===== config.mk =====
export PLATFORM = sky130hd
export DESIGN_NAME = rap_serial_port
export DESIGN_NICKNAME = d
export VERILOG_FILES = /design/src/include/rap_pkg.sv /design/src/logic/rap_serial_port.sv
export VERILOG_INCLUDE_DIRS = /design/src /design/src/include
export SDC_FILE = /design/constraint.sdc
export NUM_CORES = 1
export LEC_CHECK = 0
export BUFFER_PORTS_ARGS = -buffer_cell sky130_fd_sc_hd__buf_4
export CELL_PAD_IN_SITES_DETAIL_PLACEMENT = 2
export CELL_PAD_IN_SITES_GLOBAL_PLACEMENT = 2
export CORE_UTILIZATION = 30
export DETAILED_ROUTE_END_ITERATION = 8
export GPL_TIMING_DRIVEN = 0
export PLACE_DENSITY_LB_ADDON = 0.1
export SLEW_MARGIN = 20
export SYNTH_ARGS = -nofsm -noshare
export SYNTH_HDL_FRONTEND = slang
export SYNTH_SLANG_ARGS = --single-unit

===== constraint.sdc =====
create_clock -name clk_sys -period 4.3 [get_ports clk_sys]
set_clock_uncertainty 0.2 [all_clocks]
set_input_delay 0.215 -clock clk_sys [delete_from_list [all_inputs] [get_ports clk_sys]]
set_output_delay 0.215 -clock clk_sys [all_outputs]
set_load 0.005 [all_outputs]

===== src/include/rap_regs.svh =====
// Register map, field positions, reset values and line constants of the RS-485 port
`ifndef RAP_REGS_SVH
`define RAP_REGS_SVH

// ----------------------------------------
// Register byte offsets
// ----------------------------------------
`define RAP_OFS_CTRL 5'h00
`define RAP_OFS_ID 5'h04
`define RAP_OFS_STAT 5'h08
`define RAP_OFS_TXD 5'h0C
`define RAP_OFS_RXD 5'h10

// ----------------------------------------
// Control fields and reset values
// ----------------------------------------
`define RAP_CTRL_BAUD_LSB 0
`define RAP_CTRL_LEN8 3
`define RAP_CTRL_STOP2 4
`define RAP_CTRL_PAR_LSB 5
`define RAP_CTRL_CRLF 7
`define RAP_CTRL_RST 8'h0B
`define RAP_ID_RST 7'h00

// ----------------------------------------
// Status bits
// ----------------------------------------
`define RAP_ST_OPEN 0
`define RAP_ST_RXV 1
`define RAP_ST_PERR 2
`define RAP_ST_TXBUSY 3
`define RAP_ST_TXREF 4
`define RAP_ST_OVR 5
`define RAP_ST_FERR 6

// ----------------------------------------
// Line rates in bit/s and characters
// ----------------------------------------
`define RAP_BAUD_0 1200
`define RAP_BAUD_1 2400
`define RAP_BAUD_2 4800
`define RAP_BAUD_3 9600
`define RAP_BAUD_4 19200
`define RAP_CH_START 8'h53
`define RAP_CH_END 8'h45
`define RAP_CH_CR 8'h0D
`define RAP_CH_LF 8'h0A
`define RAP_CH_ZERO 8'h30
`define RAP_CH_NINE 8'h39

`endif


===== src/include/rap_pkg.sv =====
// Types shared by the RS-485 addressed serial port
`default_nettype none
package rap_pkg;
  typedef enum logic [1:0] {RAP_PAR_NONE, RAP_PAR_ODD, RAP_PAR_EVEN} rap_par_e;
  typedef enum logic [2:0] {RAP_P_IDLE, RAP_P_D1, RAP_P_D2, RAP_P_TERM, RAP_P_DATA} rap_parse_e;
endpackage
`default_nettype wire


===== src/logic/rap_serial_port.sv =====
// RS-485 addressed serial port: UART, ID open/close, driver control, Avalon-MM registers
`timescale 1ns/1ps
`default_nettype none
`include "rap_regs.svh"

module rap_serial_port #(
  parameter int CLK_HZ = 40_000_000
) (
  input wire logic clk_sys,
  input wire logic nrst,
  input wire logic [4:0] avs_address,
  input wire logic avs_read,
  input wire logic avs_write,
  input wire logic [31:0] avs_writedata,
  input wire logic [3:0] avs_byteenable,
  output logic [31:0] avs_readdata,
  output logic avs_waitrequest,
  input wire logic rxd,
  output logic txd,
  output logic tx_oe
);

  // ----------------------------------------
  // Bit timing
  // ----------------------------------------
  localparam logic [16:0] DIV_TAB [5] = '{17'(CLK_HZ / `RAP_BAUD_0), 17'(CLK_HZ / `RAP_BAUD_1),
    17'(CLK_HZ / `RAP_BAUD_2), 17'(CLK_HZ / `RAP_BAUD_3), 17'(CLK_HZ / `RAP_BAUD_4)};

  if (CLK_HZ / `RAP_BAUD_4 < 4 || CLK_HZ / `RAP_BAUD_0 > 131071) begin : g_chk
    $error("CLK_HZ outside the range the bit timers serve");
  end

  logic [7:0] ctrl_q;
  logic [6:0] id_q;
  logic [2:0] baud_sel;
  logic len8, stop2, crlf;
  rap_pkg::rap_par_e par;
  logic [16:0] bit_div;
  assign baud_sel = ctrl_q[`RAP_CTRL_BAUD_LSB +: 3];
  assign len8 = ctrl_q[`RAP_CTRL_LEN8];
  assign stop2 = ctrl_q[`RAP_CTRL_STOP2];
  assign crlf = ctrl_q[`RAP_CTRL_CRLF];
  assign par = rap_pkg::rap_par_e'(ctrl_q[`RAP_CTRL_PAR_LSB +: 2]);
  // Unused rate codes fall back to 9600
  assign bit_div = (baud_sel > 3'h4) ? DIV_TAB[3] : DIV_TAB[baud_sel];

  logic par_on;
  logic [3:0] data_bits;
  assign par_on = (par == rap_pkg::RAP_PAR_ODD) || (par == rap_pkg::RAP_PAR_EVEN);
  assign data_bits = len8 ? 4'h8 : 4'h7;

  // ----------------------------------------
  // Bus decode
  // ----------------------------------------
  logic rd_ack_q, open, open_q;
  logic tx_busy_q, rep_act_q, close_pend_q;
  logic sel_ctrl, sel_id, sel_stat, sel_txd, sel_rxd, wr0;
  logic sw_tx, tx_wait, sw_load, sw_refuse, rd_take;
  assign sel_ctrl = (avs_address == `RAP_OFS_CTRL);
  assign sel_id = (avs_address == `RAP_OFS_ID);
  assign sel_stat = (avs_address == `RAP_OFS_STAT);
  assign sel_txd = (avs_address == `RAP_OFS_TXD);
  assign sel_rxd = (avs_address == `RAP_OFS_RXD);
  assign wr0 = avs_write && avs_byteenable[0];
  assign sw_tx = wr0 && sel_txd;
  // Writes to the transmit data register stall while the line is busy
  assign tx_wait = sw_tx && open && (tx_busy_q || rep_act_q);
  assign sw_load = sw_tx && open && !tx_busy_q && !rep_act_q;
  assign sw_refuse = sw_tx && !open;
  assign avs_waitrequest = (avs_read && !rd_ack_q) || tx_wait;
  assign rd_take = avs_read && rd_ack_q;

  // ----------------------------------------
  // Transmitter
  // ----------------------------------------
  logic [7:0] tx_byte, rep_byte, tx_dm;
  logic tx_go, tx_pbit, txd_q;
  logic [11:0] tx_frame, tx_sh_q;
  logic [3:0] tx_nbits, tx_n_q;
  logic [16:0] tx_cnt_q;
  assign tx_go = (rep_act_q && !tx_busy_q) || sw_load;
  assign tx_byte = rep_act_q ? rep_byte : avs_writedata[7:0];
  assign tx_dm = len8 ? tx_byte : {1'h0, tx_byte[6:0]};
  assign tx_pbit = (^tx_dm) ^ (par == rap_pkg::RAP_PAR_ODD);
  // Padding above the frame is all ones, so the stop bits need no extra logic
  assign tx_frame = len8 ? (par_on ? {2'h3, tx_pbit, tx_dm, 1'h0} : {3'h7, tx_dm, 1'h0})
                         : (par_on ? {3'h7, tx_pbit, tx_dm[6:0], 1'h0} : {4'hF, tx_dm[6:0], 1'h0});
  assign tx_nbits = 4'h1 + data_bits + {3'h0, par_on} + (stop2 ? 4'h2 : 4'h1);

  always_ff @(posedge clk_sys or negedge nrst) begin
    if (!nrst) begin
      tx_busy_q <= 1'h0;
      txd_q <= 1'h1;
      tx_sh_q <= 12'hFFF;
      tx_n_q <= 4'h0;
      tx_cnt_q <= 17'h0_0000;
    end else if (tx_go) begin
      tx_busy_q <= 1'h1;
      txd_q <= tx_frame[0];
      tx_sh_q <= {1'h1, tx_frame[11:1]};
      tx_n_q <= tx_nbits - 4'h1;
      tx_cnt_q <= bit_div - 17'h0_0001;
    end else if (tx_busy_q && tx_cnt_q != 17'h0_0000) begin
      tx_cnt_q <= tx_cnt_q - 17'h0_0001;
    end else if (tx_busy_q) begin
      tx_cnt_q <= bit_div - 17'h0_0001;
      tx_n_q <= tx_n_q - 4'h1;
      txd_q <= (tx_n_q == 4'h0) ? 1'h1 : tx_sh_q[0];
      tx_sh_q <= {1'h1, tx_sh_q[11:1]};
      tx_busy_q <= (tx_n_q != 4'h0);
    end
  end

  assign txd = txd_q;
  // Driver only while a frame of our own is on the wire
  assign tx_oe = tx_busy_q && open;

  // ----------------------------------------
  // Receiver
  // ----------------------------------------
  logic rx_busy_q, rx_done_q, rx_perr, rx_ferr;
  logic [3:0] rx_idx_q, rx_last;
  logic [16:0] rx_cnt_q;
  logic [11:0] rx_bits_q;
  logic [7:0] rx_ch;
  assign rx_last = 4'h1 + data_bits + {3'h0, par_on};
  assign rx_ch = len8 ? rx_bits_q[8:1] : {1'h0, rx_bits_q[7:1]};
  assign rx_perr = par_on && ((^rx_ch) ^ (len8 ? rx_bits_q[9] : rx_bits_q[8])
                   ^ (par == rap_pkg::RAP_PAR_ODD));
  assign rx_ferr = !rx_bits_q[rx_last];

  always_ff @(posedge clk_sys or negedge nrst) begin
    if (!nrst) begin
      rx_busy_q <= 1'h0;
      rx_done_q <= 1'h0;
      rx_idx_q <= 4'h0;
      rx_cnt_q <= 17'h0_0000;
      rx_bits_q <= 12'h000;
    end else begin
      rx_done_q <= 1'h0;
      if (!rx_busy_q) begin
        if (!rxd) begin
          rx_busy_q <= 1'h1;
          rx_idx_q <= 4'h0;
          rx_cnt_q <= {1'h0, bit_div[16:1]}; // Sample at mid bit
        end
      end else if (rx_cnt_q != 17'h0_0000) begin
        rx_cnt_q <= rx_cnt_q - 17'h0_0001;
      end else begin
        rx_cnt_q <= bit_div - 17'h0_0001;
        rx_bits_q[rx_idx_q] <= rxd;
        rx_idx_q <= rx_idx_q + 4'h1;
        // A start bit that is gone at mid bit was a glitch
        if ((rx_idx_q == 4'h0 && rxd) || rx_idx_q == rx_last) begin
          rx_busy_q <= 1'h0;
          rx_done_q <= (rx_idx_q == rx_last);
        end
      end
    end
  end

  // ----------------------------------------
  // Message parser, ID match and reply
  // ----------------------------------------
  rap_pkg::rap_parse_e pst_q;
  logic [7:0] cmd_q, d1_q, d2_q;
  logic is_digit, is_cmd, cmd_eval, cmd_hit, fwd, rep_last;
  logic [2:0] rep_idx_q;
  logic [6:0] cmd_id;
  assign is_digit = (rx_ch >= `RAP_CH_ZERO) && (rx_ch <= `RAP_CH_NINE);
  assign is_cmd = (rx_ch == `RAP_CH_START) || (rx_ch == `RAP_CH_END);
  assign cmd_id = 7'(({3'h0, d1_q[3:0]} * 7'h0A) + {3'h0, d2_q[3:0]});
  assign cmd_eval = rx_done_q && (pst_q == rap_pkg::RAP_P_TERM) && (rx_ch == `RAP_CH_CR);
  assign cmd_hit = cmd_eval && (cmd_id == id_q);
  // Data reaches software only while open; otherwise dropped
  assign fwd = rx_done_q && open && !(pst_q == rap_pkg::RAP_P_IDLE && (is_cmd || rx_ch == `RAP_CH_LF))
               && (pst_q == rap_pkg::RAP_P_IDLE || pst_q == rap_pkg::RAP_P_DATA);
  assign open = open_q || (id_q == 7'h00);
  assign rep_last = (rep_idx_q == (crlf ? 3'h4 : 3'h3));
  assign rep_byte = (rep_idx_q == 3'h0) ? cmd_q : (rep_idx_q == 3'h1) ? d1_q :
                    (rep_idx_q == 3'h2) ? d2_q : (rep_idx_q == 3'h3) ? `RAP_CH_CR : `RAP_CH_LF;

  always_ff @(posedge clk_sys or negedge nrst) begin
    if (!nrst) begin
      pst_q <= rap_pkg::RAP_P_IDLE;
      cmd_q <= 8'h00;
      d1_q <= 8'h00;
      d2_q <= 8'h00;
    end else if (rx_done_q) begin
      case (pst_q)
        rap_pkg::RAP_P_IDLE: begin
          if (is_cmd) begin
            cmd_q <= rx_ch;
            pst_q <= rap_pkg::RAP_P_D1;
          end else if (rx_ch != `RAP_CH_LF && rx_ch != `RAP_CH_CR) begin
            pst_q <= rap_pkg::RAP_P_DATA;
          end
        end
        rap_pkg::RAP_P_D1: begin
          d1_q <= rx_ch;
          pst_q <= is_digit ? rap_pkg::RAP_P_D2 : rap_pkg::RAP_P_IDLE;
        end
        rap_pkg::RAP_P_D2: begin
          d2_q <= rx_ch;
          pst_q <= is_digit ? rap_pkg::RAP_P_TERM : rap_pkg::RAP_P_IDLE;
        end
        rap_pkg::RAP_P_TERM: pst_q <= rap_pkg::RAP_P_IDLE;
        default: begin
          if (rx_ch == `RAP_CH_CR) begin
            pst_q <= rap_pkg::RAP_P_IDLE;
          end
        end
      endcase
    end
  end

  always_ff @(posedge clk_sys or negedge nrst) begin
    if (!nrst) begin
      open_q <= 1'h0;
      rep_act_q <= 1'h0;
      rep_idx_q <= 3'h0;
      close_pend_q <= 1'h0;
    end else begin
      if (cmd_hit && !rep_act_q) begin
        rep_act_q <= 1'h1;
        rep_idx_q <= 3'h0;
        if (cmd_q == `RAP_CH_START) begin
          open_q <= 1'h1;
        end else begin
          close_pend_q <= 1'h1;
        end
      end else if (rep_act_q && !tx_busy_q) begin
        rep_idx_q <= rep_idx_q + 3'h1;
        rep_act_q <= !rep_last;
      end else if (close_pend_q && !rep_act_q && !tx_busy_q) begin
        // Close only after the end reply has left the line
        open_q <= 1'h0;
        close_pend_q <= 1'h0;
      end
    end
  end

  // ----------------------------------------
  // Registers
  // ----------------------------------------
  logic rxv_q, perr_q, txref_q, ovr_q, ferr_q;
  logic [7:0] rxd_q;
  logic stat_clr, rx_clr;
  logic [31:0] rd_mux;
  assign stat_clr = wr0 && sel_stat;
  assign rx_clr = rd_take && sel_rxd;
  assign rd_mux = sel_ctrl ? {24'h00_0000, ctrl_q} :
                  sel_id ? {25'h000_0000, id_q} :
                  sel_stat ? {25'h000_0000, ferr_q, ovr_q, txref_q, tx_busy_q, perr_q, rxv_q, open} :
                  sel_rxd ? {24'h00_0000, rxd_q} : 32'h0000_0000;

  always_ff @(posedge clk_sys or negedge nrst) begin
    if (!nrst) begin
      ctrl_q <= `RAP_CTRL_RST;
      id_q <= `RAP_ID_RST;
      rd_ack_q <= 1'h0;
      avs_readdata <= 32'h0000_0000;
    end else begin
      rd_ack_q <= avs_read && !rd_ack_q;
      if (avs_read && !rd_ack_q) begin
        avs_readdata <= rd_mux;
      end
      if (wr0 && sel_ctrl) begin
        ctrl_q <= avs_writedata[7:0];
      end
      if (wr0 && sel_id) begin
        id_q <= avs_writedata[6:0];
      end
    end
  end

  // Sticky flags: a new event beats a same-cycle clear
  always_ff @(posedge clk_sys or negedge nrst) begin
    if (!nrst) begin
      rxv_q <= 1'h0;
      rxd_q <= 8'h00;
      perr_q <= 1'h0;
      txref_q <= 1'h0;
      ovr_q <= 1'h0;
      ferr_q <= 1'h0;
    end else begin
      rxv_q <= fwd || (rxv_q && !rx_clr);
      if (fwd) begin
        rxd_q <= rx_ch;
      end
      perr_q <= (rx_done_q && rx_perr) || (perr_q && !(stat_clr && avs_writedata[`RAP_ST_PERR]));
      ferr_q <= (rx_done_q && rx_ferr) || (ferr_q && !(stat_clr && avs_writedata[`RAP_ST_FERR]));
      txref_q <= sw_refuse || (txref_q && !(stat_clr && avs_writedata[`RAP_ST_TXREF]));
      ovr_q <= (fwd && rxv_q && !rx_clr) || (ovr_q && !(stat_clr && avs_writedata[`RAP_ST_OVR]));
    end
  end

  // ----------------------------------------
  // Checks
  // ----------------------------------------
  a_oe_closed: assert property (@(posedge clk_sys) disable iff (!nrst) !open |-> !tx_oe)
    else $error("driver enabled while closed");
  a_oe_frame: assert property (@(posedge clk_sys) disable iff (!nrst)
    (tx_busy_q && tx_n_q == 4'h0 && tx_cnt_q == 17'h0_0000) |=> !tx_oe && txd)
    else $error("driver not released after last stop bit");
  a_zero_open: assert property (@(posedge clk_sys) disable iff (!nrst) (id_q == 7'h00) |-> open)
    else $error("ID zero unit not open");
  a_start_opens: assert property (@(posedge clk_sys) disable iff (!nrst)
    (cmd_hit && !rep_act_q && cmd_q == `RAP_CH_START) |=> open_q ##1 rep_act_q)
    else $error("matching start did not open");
  a_reply_cause: assert property (@(posedge clk_sys) disable iff (!nrst)
    $rose(rep_act_q) |-> $past(cmd_hit) && $past(cmd_id) == $past(id_q))
    else $error("reply without matching ID");
  a_closed_drop: assert property (@(posedge clk_sys) disable iff (!nrst)
    (rx_done_q && !open) |=> !$rose(rxv_q))
    else $error("message accepted while closed");
  a_start_bit: assert property (@(posedge clk_sys) disable iff (!nrst)
    (tx_go && !tx_busy_q) |=> !txd && tx_busy_q)
    else $error("frame did not open with start bit");
  a_bit_time: assert property (@(posedge clk_sys) disable iff (!nrst)
    (tx_busy_q && $past(tx_busy_q) && $changed(txd)) |-> $past(tx_cnt_q) == 17'h0_0000)
    else $error("line changed inside a bit");
  a_stop_high: assert property (@(posedge clk_sys) disable iff (!nrst)
    (tx_busy_q && tx_n_q < (stop2 ? 4'h2 : 4'h1)) |-> txd)
    else $error("stop bit not high");
  a_parity_off: assert property (@(posedge clk_sys) disable iff (!nrst)
    $rose(perr_q) |-> $past(par_on))
    else $error("parity error with parity off");
  a_reply_term: assert property (@(posedge clk_sys) disable iff (!nrst)
    (rep_act_q && !tx_busy_q && rep_last) |-> (tx_byte == (crlf ? `RAP_CH_LF : `RAP_CH_CR)))
    else $error("reply not terminated as configured");

endmodule
`default_nettype wire


After elaboration in Yosys (flattened, before gate mapping)
Memories as Yosys holds them, arrays and structs flattened.
Index checks and enable logic that the tools add are counted.
Widths: inputs -> output; s select.
{"block": "op_classes", "addsub": 11, "mul": 1, "order_cmp": 7, "n_eq_ne": 30, "muxes": 71, "bitwise_logic": 5, "n_reduce_logical": 95}
{"operator": "$mux 17", "n": 9}
{"operator": "$mux 8", "n": 10}
{"operator": "$sub 17x1->17 const B", "n": 3}
{"operator": "$logic_and 1x1->1", "n": 44}
{"operator": "$mux 12", "n": 3}
{"operator": "$reduce_bool 17->1", "n": 2}
{"operator": "$mux 4", "n": 7}
{"operator": "$mux 1", "n": 25}
{"operator": "$eq 8x7->1 const B", "n": 3}
{"operator": "$mux 3", "n": 7}
{"operator": "$mux 10", "n": 2}
{"operator": "$eq 8x4->1 const B", "n": 2}
{"operator": "$ne 8x4->1 const B", "n": 2}
{"operator": "$reduce_xor 8->1", "n": 2}
{"operator": "$logic_or 1x1->1", "n": 14}
{"operator": "$bwmux 12", "n": 1}
{"operator": "$eq 3x2->1 const B", "n": 4}
{"operator": "$logic_not 1->1", "n": 12}
{"operator": "$pmux 3 s4", "n": 1}
{"operator": "$reduce_and 3->1", "n": 4}
{"operator": "$eq 5x4->1 const B", "n": 2}
{"operator": "$lt 4x5->1 const B", "n": 2}
{"operator": "$reduce_and 2->1", "n": 5}
{"operator": "$mux 9", "n": 1}
{"operator": "39 further kinds", "n": 53}
{"block": "word_totals", "register_bits": 164, "romBits": 136, "input_bits": 46, "word_cells": 249, "mem_count": 1}
{"name": "(name not given)", "words": 8, "width": 17, "read_ports": 1, "rd_ports_with_merged_regs": 0, "write_ports": 0, "line": "rap_serial_port.sv:45", "text": "assign bit_div = (baud_sel > 3'h4) ? DIV_TAB[3] : DIV_TAB[baud_sel];"}

Depth between registers and ports, before layout
Gate-level depths: netlist (run 1).
{"block": "depth", "ltp_word": 12, "ltp_mapped": 13}

Worst setup path after synthesis (run 1)
Ideal clock, no wire load.
{"block": "synth_timing", "path_type": "reg2reg", "from": "register ctrl_q[1]", "to": "register tx_cnt_q[8]", "setup_ns": 0.077, "arrival_ns": 2.878, "required_ns": 4.023, "path_slack_ns": 1.145, "path_stages_with_launch": 14, "n_path_buf": 1, "period_less_slack_ns": 3.155, "cell_sequence": "dfstp_2 > inv_1 > ha_1 > clkbuf_1 > nand2b_1 > o21ai_0 > ha_1 > nand3b_1 > or4_1 > nor3_1 > nand2_1 > a21oi_1 > o21ai_0 > a21oi_1"}
{"block": "synth_via", "elab_chain_len": 9, "word_cells_on_any_way": 10, "classes_between": "add/sub (1); order compare (1); mux (6); bitwise (1); memory (1)"}
{"item": "start, declared", "line": "rap_serial_port.sv:33", "text": "logic [7:0] ctrl_q;"}
{"item": "start signal, assigned", "line": "rap_serial_port.sv:259", "text": "ctrl_q <= `RAP_CTRL_RST;"}
{"item": "start signal, assigned", "line": "rap_serial_port.sv:269", "text": "ctrl_q <= avs_writedata[7:0];"}
{"item": "$not 3->4 (not written as such)", "line": "rap_serial_port.sv:45"}
{"item": "$mem_v2 8x17"}
{"item": "$mux 17 (not written as such) (2 in a row)", "line": "rap_serial_port.sv:45"}
{"item": "$mux 17 *", "line": "rap_serial_port.sv:45"}
{"item": "$sub 17x1->17 *", "line": "rap_serial_port.sv:102, rap_serial_port.sv:106"}
{"item": "$mux 17", "line": "rap_serial_port.sv:105", "text": "end else if (tx_busy_q) begin"}
{"item": "$mux 17", "line": "rap_serial_port.sv:103", "text": "end else if (tx_busy_q && tx_cnt_q != 17'h0_0000) begin"}
{"item": "$mux 17 *", "line": "rap_serial_port.sv:97", "text": "end else if (tx_go) begin"}
{"item": "end signal, assigned", "line": "rap_serial_port.sv:102", "text": "tx_cnt_q <= bit_div - 17'h0_0001;"}
{"item": "end signal, assigned", "line": "rap_serial_port.sv:104", "text": "tx_cnt_q <= tx_cnt_q - 17'h0_0001;"}
{"item": "end signal, assigned", "line": "rap_serial_port.sv:106", "text": "tx_cnt_q <= bit_div - 17'h0_0001;"}
{"item": "end, declared", "line": "rap_serial_port.sv:80", "text": "logic [16:0] tx_cnt_q;"}
Every way passes the cells marked *; elsewhere a longest branch is shown, timed or not. The select of a mux whose other input is x is not followed.
A chain may end at the register's enable or synchronous reset.

Worst setup path after layout (run 1)
{"block": "layout_timing", "from": "register ctrl_q[1]", "to": "register rx_cnt_q[16]"}
{"block": "layout_via", "elab_chain_len": 8, "word_cells_on_any_way": 9, "classes_between": "add/sub (1); order compare (1); mux (5); bitwise (1); memory (1)"}
{"item": "$not 3->4 (not written as such)", "line": "rap_serial_port.sv:45"}
{"item": "$mem_v2 8x17"}
{"item": "$mux 17 (not written as such) (2 in a row)", "line": "rap_serial_port.sv:45"}
{"item": "$mux 17 *", "line": "rap_serial_port.sv:45"}
{"item": "$sub 17x1->17 *", "line": "rap_serial_port.sv:150", "text": "rx_cnt_q <= bit_div - 17'h0_0001;"}
{"item": "$mux 17 *", "line": "rap_serial_port.sv:147", "text": "end else if (rx_cnt_q != 17'h0_0000) begin"}
{"item": "$mux 17 *", "line": "rap_serial_port.sv:141", "text": "if (!rx_busy_q) begin"}
{"item": "end signal, assigned", "line": "rap_serial_port.sv:145", "text": "rx_cnt_q <= {1'h0, bit_div[16:1]};"}
{"item": "end signal, assigned", "line": "rap_serial_port.sv:148", "text": "rx_cnt_q <= rx_cnt_q - 17'h0_0001;"}
{"item": "end signal, assigned", "line": "rap_serial_port.sv:150"}
{"item": "end, declared", "line": "rap_serial_port.sv:123", "text": "logic [16:0] rx_cnt_q;"}
Marks and branches as above.

==> summary.txt, run 1 <==
flop-to-flop setup slack: 360 ps
CTS tree: yes
Die Ht: 170 um
kind of cell adding the most delay to the critical path: simple AND/OR/NAND/NOR gates
synth warn: 0
final instance area: 0.00998 mm2
Crit-path slowest cell: dfstp_2
Worst R2R Path Depth: 13
DP Area: 0.00923 mm2
H-tree levels: 4
Leak: 0.00438 uW
row count: 61
initial core utilization: 30.5%
post-layout minimum cycle time: 3940 ps
vias: 7118
routability cong.: 0.794
Reg area: 0.00342 mm2
clock sinks: 136
post-synth cell types: 75
first-pass GRT wire length: 45.5 mm
netlist area before placement: 0.00844 mm2
Post-Synth Adder-Cell Area: 7.62%
total chip power: 4050 uW
final setup fails: 0
fmax: 254 MHz
register bit total from synthesis: 136
Mapped Avg Cell Area: 9.20 um2
Compound-Gate Fraction of Synth Area: 17.8%
post-synthesis sequential area ratio: 40.5%
EDFF count, synth: 0
RSZ-0062 raised after global routing: false
DRT Pass-1 Iters: 5
multi-input logic area: 0.00462 mm2
# DRC: 0
Die ar.: 0.0288 mm2
Final Util: 36.0%
Syn-to-layout area delta: 18.3%
crit path launch: ctrl_q[1]
antenna-violating nets left: 0
Critical Path RT: 4430 ps
Chip Width: 170 um
port bufs: 26
grt ovf: 0
n_diodes: 0
io pins: 81
crit-path max cell delay: 640 ps
Hold Crit Depth: 3
final cell count without fillers: 1390
layout cell share with drive strength beyond 1: 15.2%
Hold Path End: txref_q
post-synthesis simple-gate area fraction: 17.6%
vias in the first global route: 7790
crit share post-route: 91.7%
Worst Path Buf+Inv: 2
Arr. time, crit path: 4070 ps
Root Buffer: clkbuf_16
fill count: 3074
Final nets: 1094
combinational family with the most area after synthesis: compound AO/OA/AOI/OAI gates
crit path cell chain: inv_1 > ha_1 > clkbuf_1 > nand2b_1 > o21ai_0 > ha_1 > nand3b_1 > or4_1 > nor3_2 > nand2_2 > nor4_1 > o21ai_0 > o21ai_0
clk slew on worst S/H paths: 60 ps
Total Wirelength: 28.5 mm
placed insts: 1345
Slew @ Worst Pin: 929 ps
initial antenna violation count: 0
vias per cell: 5.12
Crit Path Category: reg -> reg
Power per Cell Area: 405 mW/mm2
Worst R2R End: rx_cnt_q[16]
Core ar.: 0.0277 mm2
Critical Path Fanout Max: 10
HPWL Detailed: 21.4 mm
Final Hold Violating Endpoints: 0
Hold Path Origin: avs_address[2]
GRT Total Usage: 20.9%
multiplexer share of the synthesized area: 6.42%
largest net degree at the start of global routing: 71
max cap viols: 0
Main synth FF type: dfrtp_1
hold crit path type: in -> reg
max-slew violations: 0
IR drop worst, VDD: 0.184 mV
status: finished clean
Iter 0 DRT Violations: 372
Slew headroom: 37.7%
asr flop ratio synth: 100%
Synth Instances: 917
reg2reg start: ctrl_q[1]
TritonCTS Buffers: 17
Setup TNS Final: 0 ps
Post-Synth XOR/XNOR Area: 3.90%
Critical Path Start Type: register
most frequent CP cell: o21ai_0
routed len/inst: 20.5 um
CTS Buffer Depth: 2
Crit. End Element: register
clk_lat worst skew: 430 ps
[Yosys cell counts, types with 5 or more instances]
| cell type | n | area, um2 |
|---|---|---|
| dfrtp_1 | 123 | 3080 |
| nand2_1 | 105 | 394 |
| o21ai_0 | 83 | 415 |
| a21oi_1 | 64 | 320 |
| nor2_1 | 57 | 214 |
| inv_1 | 49 | 184 |
| ha_1 | 45 | 563 |
| clkbuf_1 | 38 | 143 |
| mux2_2 | 37 | 417 |
| buf_4 | 24 | 180 |
| nand3_1 | 22 | 110 |
| xnor2_1 | 20 | 175 |
| nor3_1 | 18 | 90.1 |
| nor4_1 | 15 | 93.8 |
| xor2_1 | 15 | 131 |
| a21o_1 | 13 | 97.6 |
| dfstp_2 | 13 | 342 |
| nand2b_1 | 12 | 75.1 |
| nor2b_1 | 11 | 68.8 |
| mux2i_1 | 8 | 80.1 |
| a222oi_1 | 7 | 70.1 |
| nor3b_1 | 6 | 45.0 |
| o211ai_1 | 6 | 45.0 |
| o22ai_1 | 6 | 37.5 |
| o31ai_1 | 6 | 45.0 |
| a211oi_1 | 5 | 37.5 |
| a221oi_1 | 5 | 43.8 |
| a31oi_1 | 5 | 31.3 |
| nand4_1 | 5 | 31.3 |
| o221ai_1 | 5 | 43.8 |
| or3_1 | 5 | 31.3 |
| or4_1 | 5 | 37.5 |
[worst max path at each step]
stage / depth (start not counted) / slack [ps] / endpoint
after CTS: 13 / 40 / tx_cnt_q[8]
after global placement: 13 / -20 / tx_cnt_q[8]
after global routing: 13 / 40 / rx_cnt_q[16]
after detailed placement: 13 / -120 / tx_cnt_q[8]
after floorplan: 13 / 1140 / tx_cnt_q[8]
final: 13 / 360 / rx_cnt_q[16]
[flip-flops by register name, indices dropped and copies added (netlist names), 9 cells and up]
register	cells
rx_cnt_q	17
tx_cnt_q	17
rx_bits_q	11
tx_sh_q	9
[layout make-up]
cell class | count | area share [%]
multi-input cells | 692 | 46.3
flip-flops and latches | 136 | 34.3
well taps | 378 | 4.74
clock buffers | 20 | 4.48
repair buffers | 40 | 3.61
plain buffers | 63 | 3.28
inverters | 49 | 1.84
clock inverters | 12 | 1.53
[power by group]
group	leakage, uW	internal [uW]	total (uW)	switching, uW
combinational	0.00238	346	891	544
clock	0.000282	926	1530	599
sequential	0.00171	1460	1630	168
total	0.00438	2730	4050	1310
[cell usage in the layout, fill, tap and decap left out, drive strengths merged, types with 11 or more instances in the layout]
cell,n
conb,24
mux2,37
nor3,19
clkbuf,58
buf,52
a21o,13
xnor2,20
nand2,106
nand2b,12
ha,45
nor2,57
inv,49
dlygate4sd3,13
nand3,22
dfstp,13
nor4,15
dfrtp,123
xor2,15
a21oi,64
nor2b,11
o21ai,85
[routing by layer]
layer	GRT usage [%]	vias up	wire length (um)
met2	36.4	83	14200
met4	6.07	0	422
met3	2.59	26	600
met1	26.9	3628	13200
li1	-	3381	-
met5	0	-	0
[cell families after synthesis]
logic type               Yosys count
adder cells (fa/ha/maj)           49
AO/OA/AOI/OAI                    242
AND/OR/NAND/NOR                  294
flip-flops                       136
XOR/XNOR                          36
multiplexers                      47
other                              1
buffers and inverters            112
[worst min-delay path, delay by kind of cell]
kind | cells | cell delay, ps
AND/OR/NAND/NOR | 1 | 50
AO/OA/AOI/OAI | 1 | 170
buffers and inverters | 1 | 190
[through the flow]
stage          setup WS (ps)  hold WS, ps
6_report                 359         39.4
5_1_grt                 37.1          109
4_1_cts                 35.2         34.4
3_5_place_dp            -115         39.4
3_3_place_gp           -23.5          262
2_1_floorplan           1140         -281
[what timing repair did]
item                       CTS  global route
setup endpoints to repair    2             3
buffers inserted             0             0
hold buffers                13             0
hold endpoints to repair    90             0
resized for setup            1             3
No activity file was read; power rests on OpenSTA's default activity.
==> run 2, diff against run 1 <==
--- a/config.mk
+++ b/config.mk
@@ -9,7 +9,7 @@
 export BUFFER_PORTS_ARGS = -buffer_cell sky130_fd_sc_hd__buf_4
 export CELL_PAD_IN_SITES_DETAIL_PLACEMENT = 2
 export CELL_PAD_IN_SITES_GLOBAL_PLACEMENT = 2
-export CORE_UTILIZATION = 30
+export CORE_UTILIZATION = 38
 export DETAILED_ROUTE_END_ITERATION = 8
 export GPL_TIMING_DRIVEN = 0
 export PLACE_DENSITY_LB_ADDON = 0.1
==> summary.txt, run 2 (same netlist as run 1, synthesis figures left out) <==
status: finished clean
n_diodes: 0
largest net degree at the start of global routing: 73
crit path cell chain: inv_1 > ha_1 > clkbuf_1 > nand2b_1 > o21ai_1 > ha_1 > nand3b_1 > or4_1 > nor3_2 > nand2_2 > a21oi_2 > o21ai_0 > a21oi_1
io pins: 81
clock sinks: 136
Final nets: 1094
grt ovf: 0
DR WL met2: 14.1 mm
Largest regs: rx_cnt_q x17, tx_cnt_q x17, rx_bits_q x11
post-layout minimum cycle time: 4050 ps
max cap viols: 0
layout cell share with drive strength beyond 1: 15.4%
first-pass GRT wire length: 44.1 mm
Syn-to-layout area delta: 17.8%
DRT Pass-1 Iters: 6
Worst R2R Path Depth: 13
Setup TNS Final: 0 ps
vias per cell: 5.56
fmax: 247 MHz
flop-to-flop setup slack: 250 ps
Die ar.: 0.0228 mm2
routed len/inst: 21.6 um
max-slew violations: 0
Worst R2R End: tx_cnt_q[8]
Crit-path slowest cell: dfstp_2
Iter 0 DRT Violations: 417
Power per Cell Area: 426 mW/mm2
Final Hold Violating Endpoints: 0
initial antenna violation count: 0
met3 WL: 671 um
Crit Path Category: reg -> reg
fill count: 2367
CTS tree: yes
Leak: 0.00442 uW
Chip Width: 151 um
H-tree levels: 4
vias: 7180
clk_lat worst skew: 430 ps
DP Area: 0.00910 mm2
Slew @ Worst Pin: 901 ps
Root Buffer: clkbuf_16
Crit. End Element: register
crit-path max cell delay: 660 ps
final instance area: 0.00993 mm2
HPWL Detailed: 20.3 mm
most frequent cells in the layout: 123 x dfrtp_1, 104 x nand2_1, 82 x o21ai_0
row count: 54
Critical Path Sink: tx_cnt_q[8]
port bufs: 26
Arr. time, crit path: 4210 ps
routability cong.: 0.821
initial core utilization: 38.7%
CTS Buffer Depth: 2
WL met1: 12.6 mm
antenna-violating nets left: 0
vias in the first global route: 7751
# DRC: 0
GRT Total Usage: 25.7%
crit share post-route: 94.3%
Slew headroom: 39.7%
Total Wirelength: 27.9 mm
most frequent CP cell: ha_1
crit path launch: ctrl_q[1]
hold crit path type: in -> reg
Critical Path Start Type: register
Hold Slack: 26.6 ps
commonest non-fill, non-tap cell in the layout: dfrtp_1
reg2reg start: ctrl_q[1]
TritonCTS Buffers: 17
uppermost layer routed: met4
clk slew on worst S/H paths: 70 ps
IR drop worst, VDD: 0.229 mV
Core ar.: 0.0218 mm2
Die Ht: 151 um
final setup fails: 0
Critical Path RT: 4460 ps
Critical Path Fanout Max: 10
run 2: report_power, final:
part / leakage [uW] / internal, uW / switching, uW
Combinational: 0.00238 / 344 / 534
Sequential: 0.00171 / 1460 / 169
Clock: 0.000327 / 1110 / 613
Total: 0.00442 / 2910 / 1320
run 2: final cells by class:
| class | instances | area, um2 | area share, % |
|---|---|---|---|
| Multi-Input combinational cell | 692 | 4610 | 46.4 |
| Sequential cell | 136 | 3420 | 34.4 |
| Clock buffer | 18 | 439 | 4.42 |
| Timing Repair Buffer | 40 | 360 | 3.63 |
| Tap cell | 280 | 350 | 3.53 |
| Buffer | 63 | 328 | 3.30 |
| Clock inverter | 14 | 244 | 2.46 |
| Inverter | 49 | 184 | 1.85 |
run 2: worst max-delay path: cells and delay by family (launching register included):
family / cells / cell delay [ps]
simple gates: 5 / 1330
fa+ha+maj: 2 / 510
buf+inv: 2 / 450
compound gates: 4 / 830
flops: 1 / 660
run 2: timing repair:
action                                  4_1_cts  5_1_grt
cloned                                        0        0
endpoints found under the setup margin        2        5
endpoints found under the hold margin        85        0
buffers inserted                              0        0
hold buffers                                 13        0
gates resized for setup                       1        3
run 2: per-layer routing:
metal / track usage [%] / up-vias
li1: - / 3379
met1: 32.4 / 3667
met2: 45.1 / 101
met3: 4.13 / 33
met4: 7.70 / 0
met5: 0 / -
run 2: worst min path at each step:
stage	from	to	slack (ps)	depth (start not counted)
after global routing	avs_address[2]	txref_q	40	3
after global placement	txd	txd	260	2
after floorplan	nrst	avs_readdata[0]	-280	0
after CTS	avs_address[2]	txref_q	20	3
after detailed placement	nrst	pst_q[0]	20	1
final	avs_address[2]	txref_q	30	3
run 2: stage by stage:
stage / total power [uW] / setup WS [ps] / util, % / std cells
after global routing: 4450 / -3.44 / 45.5 / 1292
after detailed placement: 2520 / -74.4 / 41.7 / 1247
after floorplan: 2190 / 1140 / - / 940
after global placement: 2480 / -4.07 / 41.6 / 1246
final: 4230 / 245 / 45.5 / 1292
after CTS: 4270 / 5.59 / 45.5 / 1292
==> run 3, diff against run 2 <==
--- a/config.mk
+++ b/config.mk
@@ -6,10 +6,11 @@
 export SDC_FILE = /design/constraint.sdc
 export NUM_CORES = 1
 export LEC_CHECK = 0
+export ABC_AREA = 1
 export BUFFER_PORTS_ARGS = -buffer_cell sky130_fd_sc_hd__buf_4
 export CELL_PAD_IN_SITES_DETAIL_PLACEMENT = 2
 export CELL_PAD_IN_SITES_GLOBAL_PLACEMENT = 2
-export CORE_UTILIZATION = 38
+export CORE_UTILIZATION = 35
 export DETAILED_ROUTE_END_ITERATION = 8
 export GPL_TIMING_DRIVEN = 0
 export PLACE_DENSITY_LB_ADDON = 0.1
==> summary.txt, run 3 <==
Slew headroom: 57.3%
Die Ht: 160 um
CTS tree: yes
Final nets: 1324
H-tree levels: 4
kind of cell adding the most delay to the critical path: simple AND/OR/NAND/NOR gates
vias in the first global route: 8772
Syn-to-layout area delta: 16.6%
n_diodes: 0
Final Hold Violating Endpoints: 0
grt ovf: 0
synth warn: 0
Critical Path Start Type: register
most area-consuming cells after synthesis: dfrtp_1 35%, nand2_1 11%, ha_1 6.4%, inv_1 6.2%, o21ai_0 6.0%
most frequent CP cell: nor2_1
netlist area before placement: 0.00879 mm2
CTS Buffer Depth: 2
post-synthesis sequential area ratio: 38.9%
clock sinks: 136
first-pass GRT wire length: 50.3 mm
IR drop worst, VDD: 0.209 mV
cell taking the most area after synthesis: dfrtp_1
commonest non-fill, non-tap cell in the layout: nand2_1
commonest cells in the netlist: 260 x nand2_1, 146 x inv_1, 123 x dfrtp_1
Leak: 0.00495 uW
port bufs: 28
Crit. End Element: register
layout cell share with drive strength beyond 1: 12.2%
status: finished clean
Setup TNS Final: 0 ps
most frequent cells in the layout: 260 x nand2_1, 146 x inv_1, 123 x dfrtp_1
crit share post-route: 78.4%
routed len/inst: 20.0 um
TritonCTS Buffers: 17
register bit total from synthesis: 136
asr flop ratio synth: 100%
Slew @ Worst Pin: 638 ps
Chip Width: 160 um
Largest regs: rx_cnt_q x17, tx_cnt_q x17, rx_bits_q x11
EDFF count, synth: 0
io pins: 81
Synth top area share: 35.0%
largest net degree at the start of global routing: 79
Root Buffer: clkbuf_16
clk slew on worst S/H paths: 70 ps
Worst Path Buf+Inv: 4
initial core utilization: 35.9%
final cell count without fillers: 1566
Main synth FF type: dfrtp_1
Core ar.: 0.0245 mm2
post-synth cell types: 58
post-layout minimum cycle time: 3370 ps
Die ar.: 0.0257 mm2
vias per cell: 5.24
DRT Pass-1 Iters: 5
Total Wirelength: 31.3 mm
HPWL Detailed: 23.5 mm
max cap viols: 0
final setup fails: 0
hold crit path type: in -> reg
antenna-violating nets left: 0
cts repair resizes: 0
vias: 8201
Crit-path slowest cell: dfstp_2
row count: 57
placed insts: 1520
clk_lat worst skew: 430 ps
crit-path max cell delay: 630 ps
Critical Path RT: 4450 ps
routability cong.: 0.826
fmax: 297 MHz
Iter 0 DRT Violations: 380
GRT Total Usage: 25.5%
RSZ-0062 raised after global routing: false
Critical Path Fanout Max: 7
Power per Cell Area: 363 mW/mm2
initial antenna violation count: 0
crit path cell chain: inv_1 > ha_1 > nand2_1 > inv_1 > nor2_1 > ha_1 > nand4_1 > nor2_1 > inv_2 > nor2_1 > inv_2 > nand2_1 > o211ai_1 > a22oi_1
max-slew violations: 0
Synth Instances: 1144
Arr. time, crit path: 3520 ps
# DRC: 0
Crit Path Category: reg -> reg
Mapped Avg Cell Area: 7.68 um2
count leader, synth: nand2_1
==> run 3: cell count changes in the layout (fill, tap and decap cells not counted), moves of 13 or more <==
cell	change
nand3_1	+44
a21oi_1	-24
o21ai_0	+24
inv_1	+97
nor2_1	+31
clkbuf_1	-24
mux2_2	-37
nand2_1	+156
a21o_1	-13
inv_2	+13
nand4_1	+16
==> run 3: logic make-up (layout without fill, tap and decap cells) <==
family	Yosys count	count (layout)	synth area share (%)
and+or+nand+nor	481	481	24.2
AOI/OAI and AO/OA	227	227	15.1
buffers and inverters	211	286	10.5
DFF	136	136	38.9
xor gates and xnor gates	39	39	3.89
adders and majority gates	49	49	7.32
other	1	24	0.0427
==> run 3: worst paths after layout <==
path / from / cells after the start / slack (ps) / to
max in group asynchronous: nrst / 3 / 2980 / tx_sh_q[1]
hold reg to reg: rd_ack_q / 1 / 250 / rd_ack_q
setup / recovery: ctrl_q[0] / 14 / 930 / rx_cnt_q[12]
setup reg to reg: ctrl_q[0] / 14 / 930 / rx_cnt_q[12]
hold / removal: avs_address[1] / 4 / 40 / txref_q
min in group asynchronous: nrst / 2 / 110 / d2_q[7]
==> run 3: cell type report <==
class / instances / area (um2)
plain buffers: 51 / 320
clock buffers: 18 / 429
clock inverters: 14 / 149
fillers: 2836 / 14200
inverters: 160 / 601
multi-input cells: 820 / 4530
flip-flops and latches: 136 / 3420
well taps: 324 / 405
repair buffers: 43 / 385
==> run 3: tightest hold or removal path, stage by stage <==
cell     delay (ps)
buf_4            90
nor2_1           80
nand4_1         140
o21ai_0         100
==> run 3: metal layers <==
metal	vias to the layer above	track usage (%)	part of all wire, %
li1	3886	-	-
met1	4171	36.1	49
met2	113	41.3	47
met3	31	2.94	2.6
met4	0	6.23	1.5
met5	-	0	0
==> run 3: repair_timing <==
item	CTS	global route
hold buffers	14	0
setup buffers	0	0
endpoints found under the hold margin	75	0
==> run 3: power by group <==
part	internal (uW)	total [uW]	leakage, uW	switching (uW)
Sequential	1380	1510	0.00165	131
Combinational	260	720	0.00304	460
Clock	855	1480	0.000261	628
Total	2500	3720	0.00495	1220
==> run 3: per-stage QoR <==
stage	setup slack [ps]	cell area (um2)	power, uW	utilization (%)	hold slack [ps]
3_5_place_dp	987	9530	2230	38.9	-12.3
4_1_cts	952	10200	3740	41.9	27.1
6_report	928	10200	3720	41.9	40.3
3_3_place_gp	1020	9490	2190	38.8	239
5_1_grt	624	10200	3890	41.9	57.7
2_1_floorplan	1630	8870	1960	-	-281
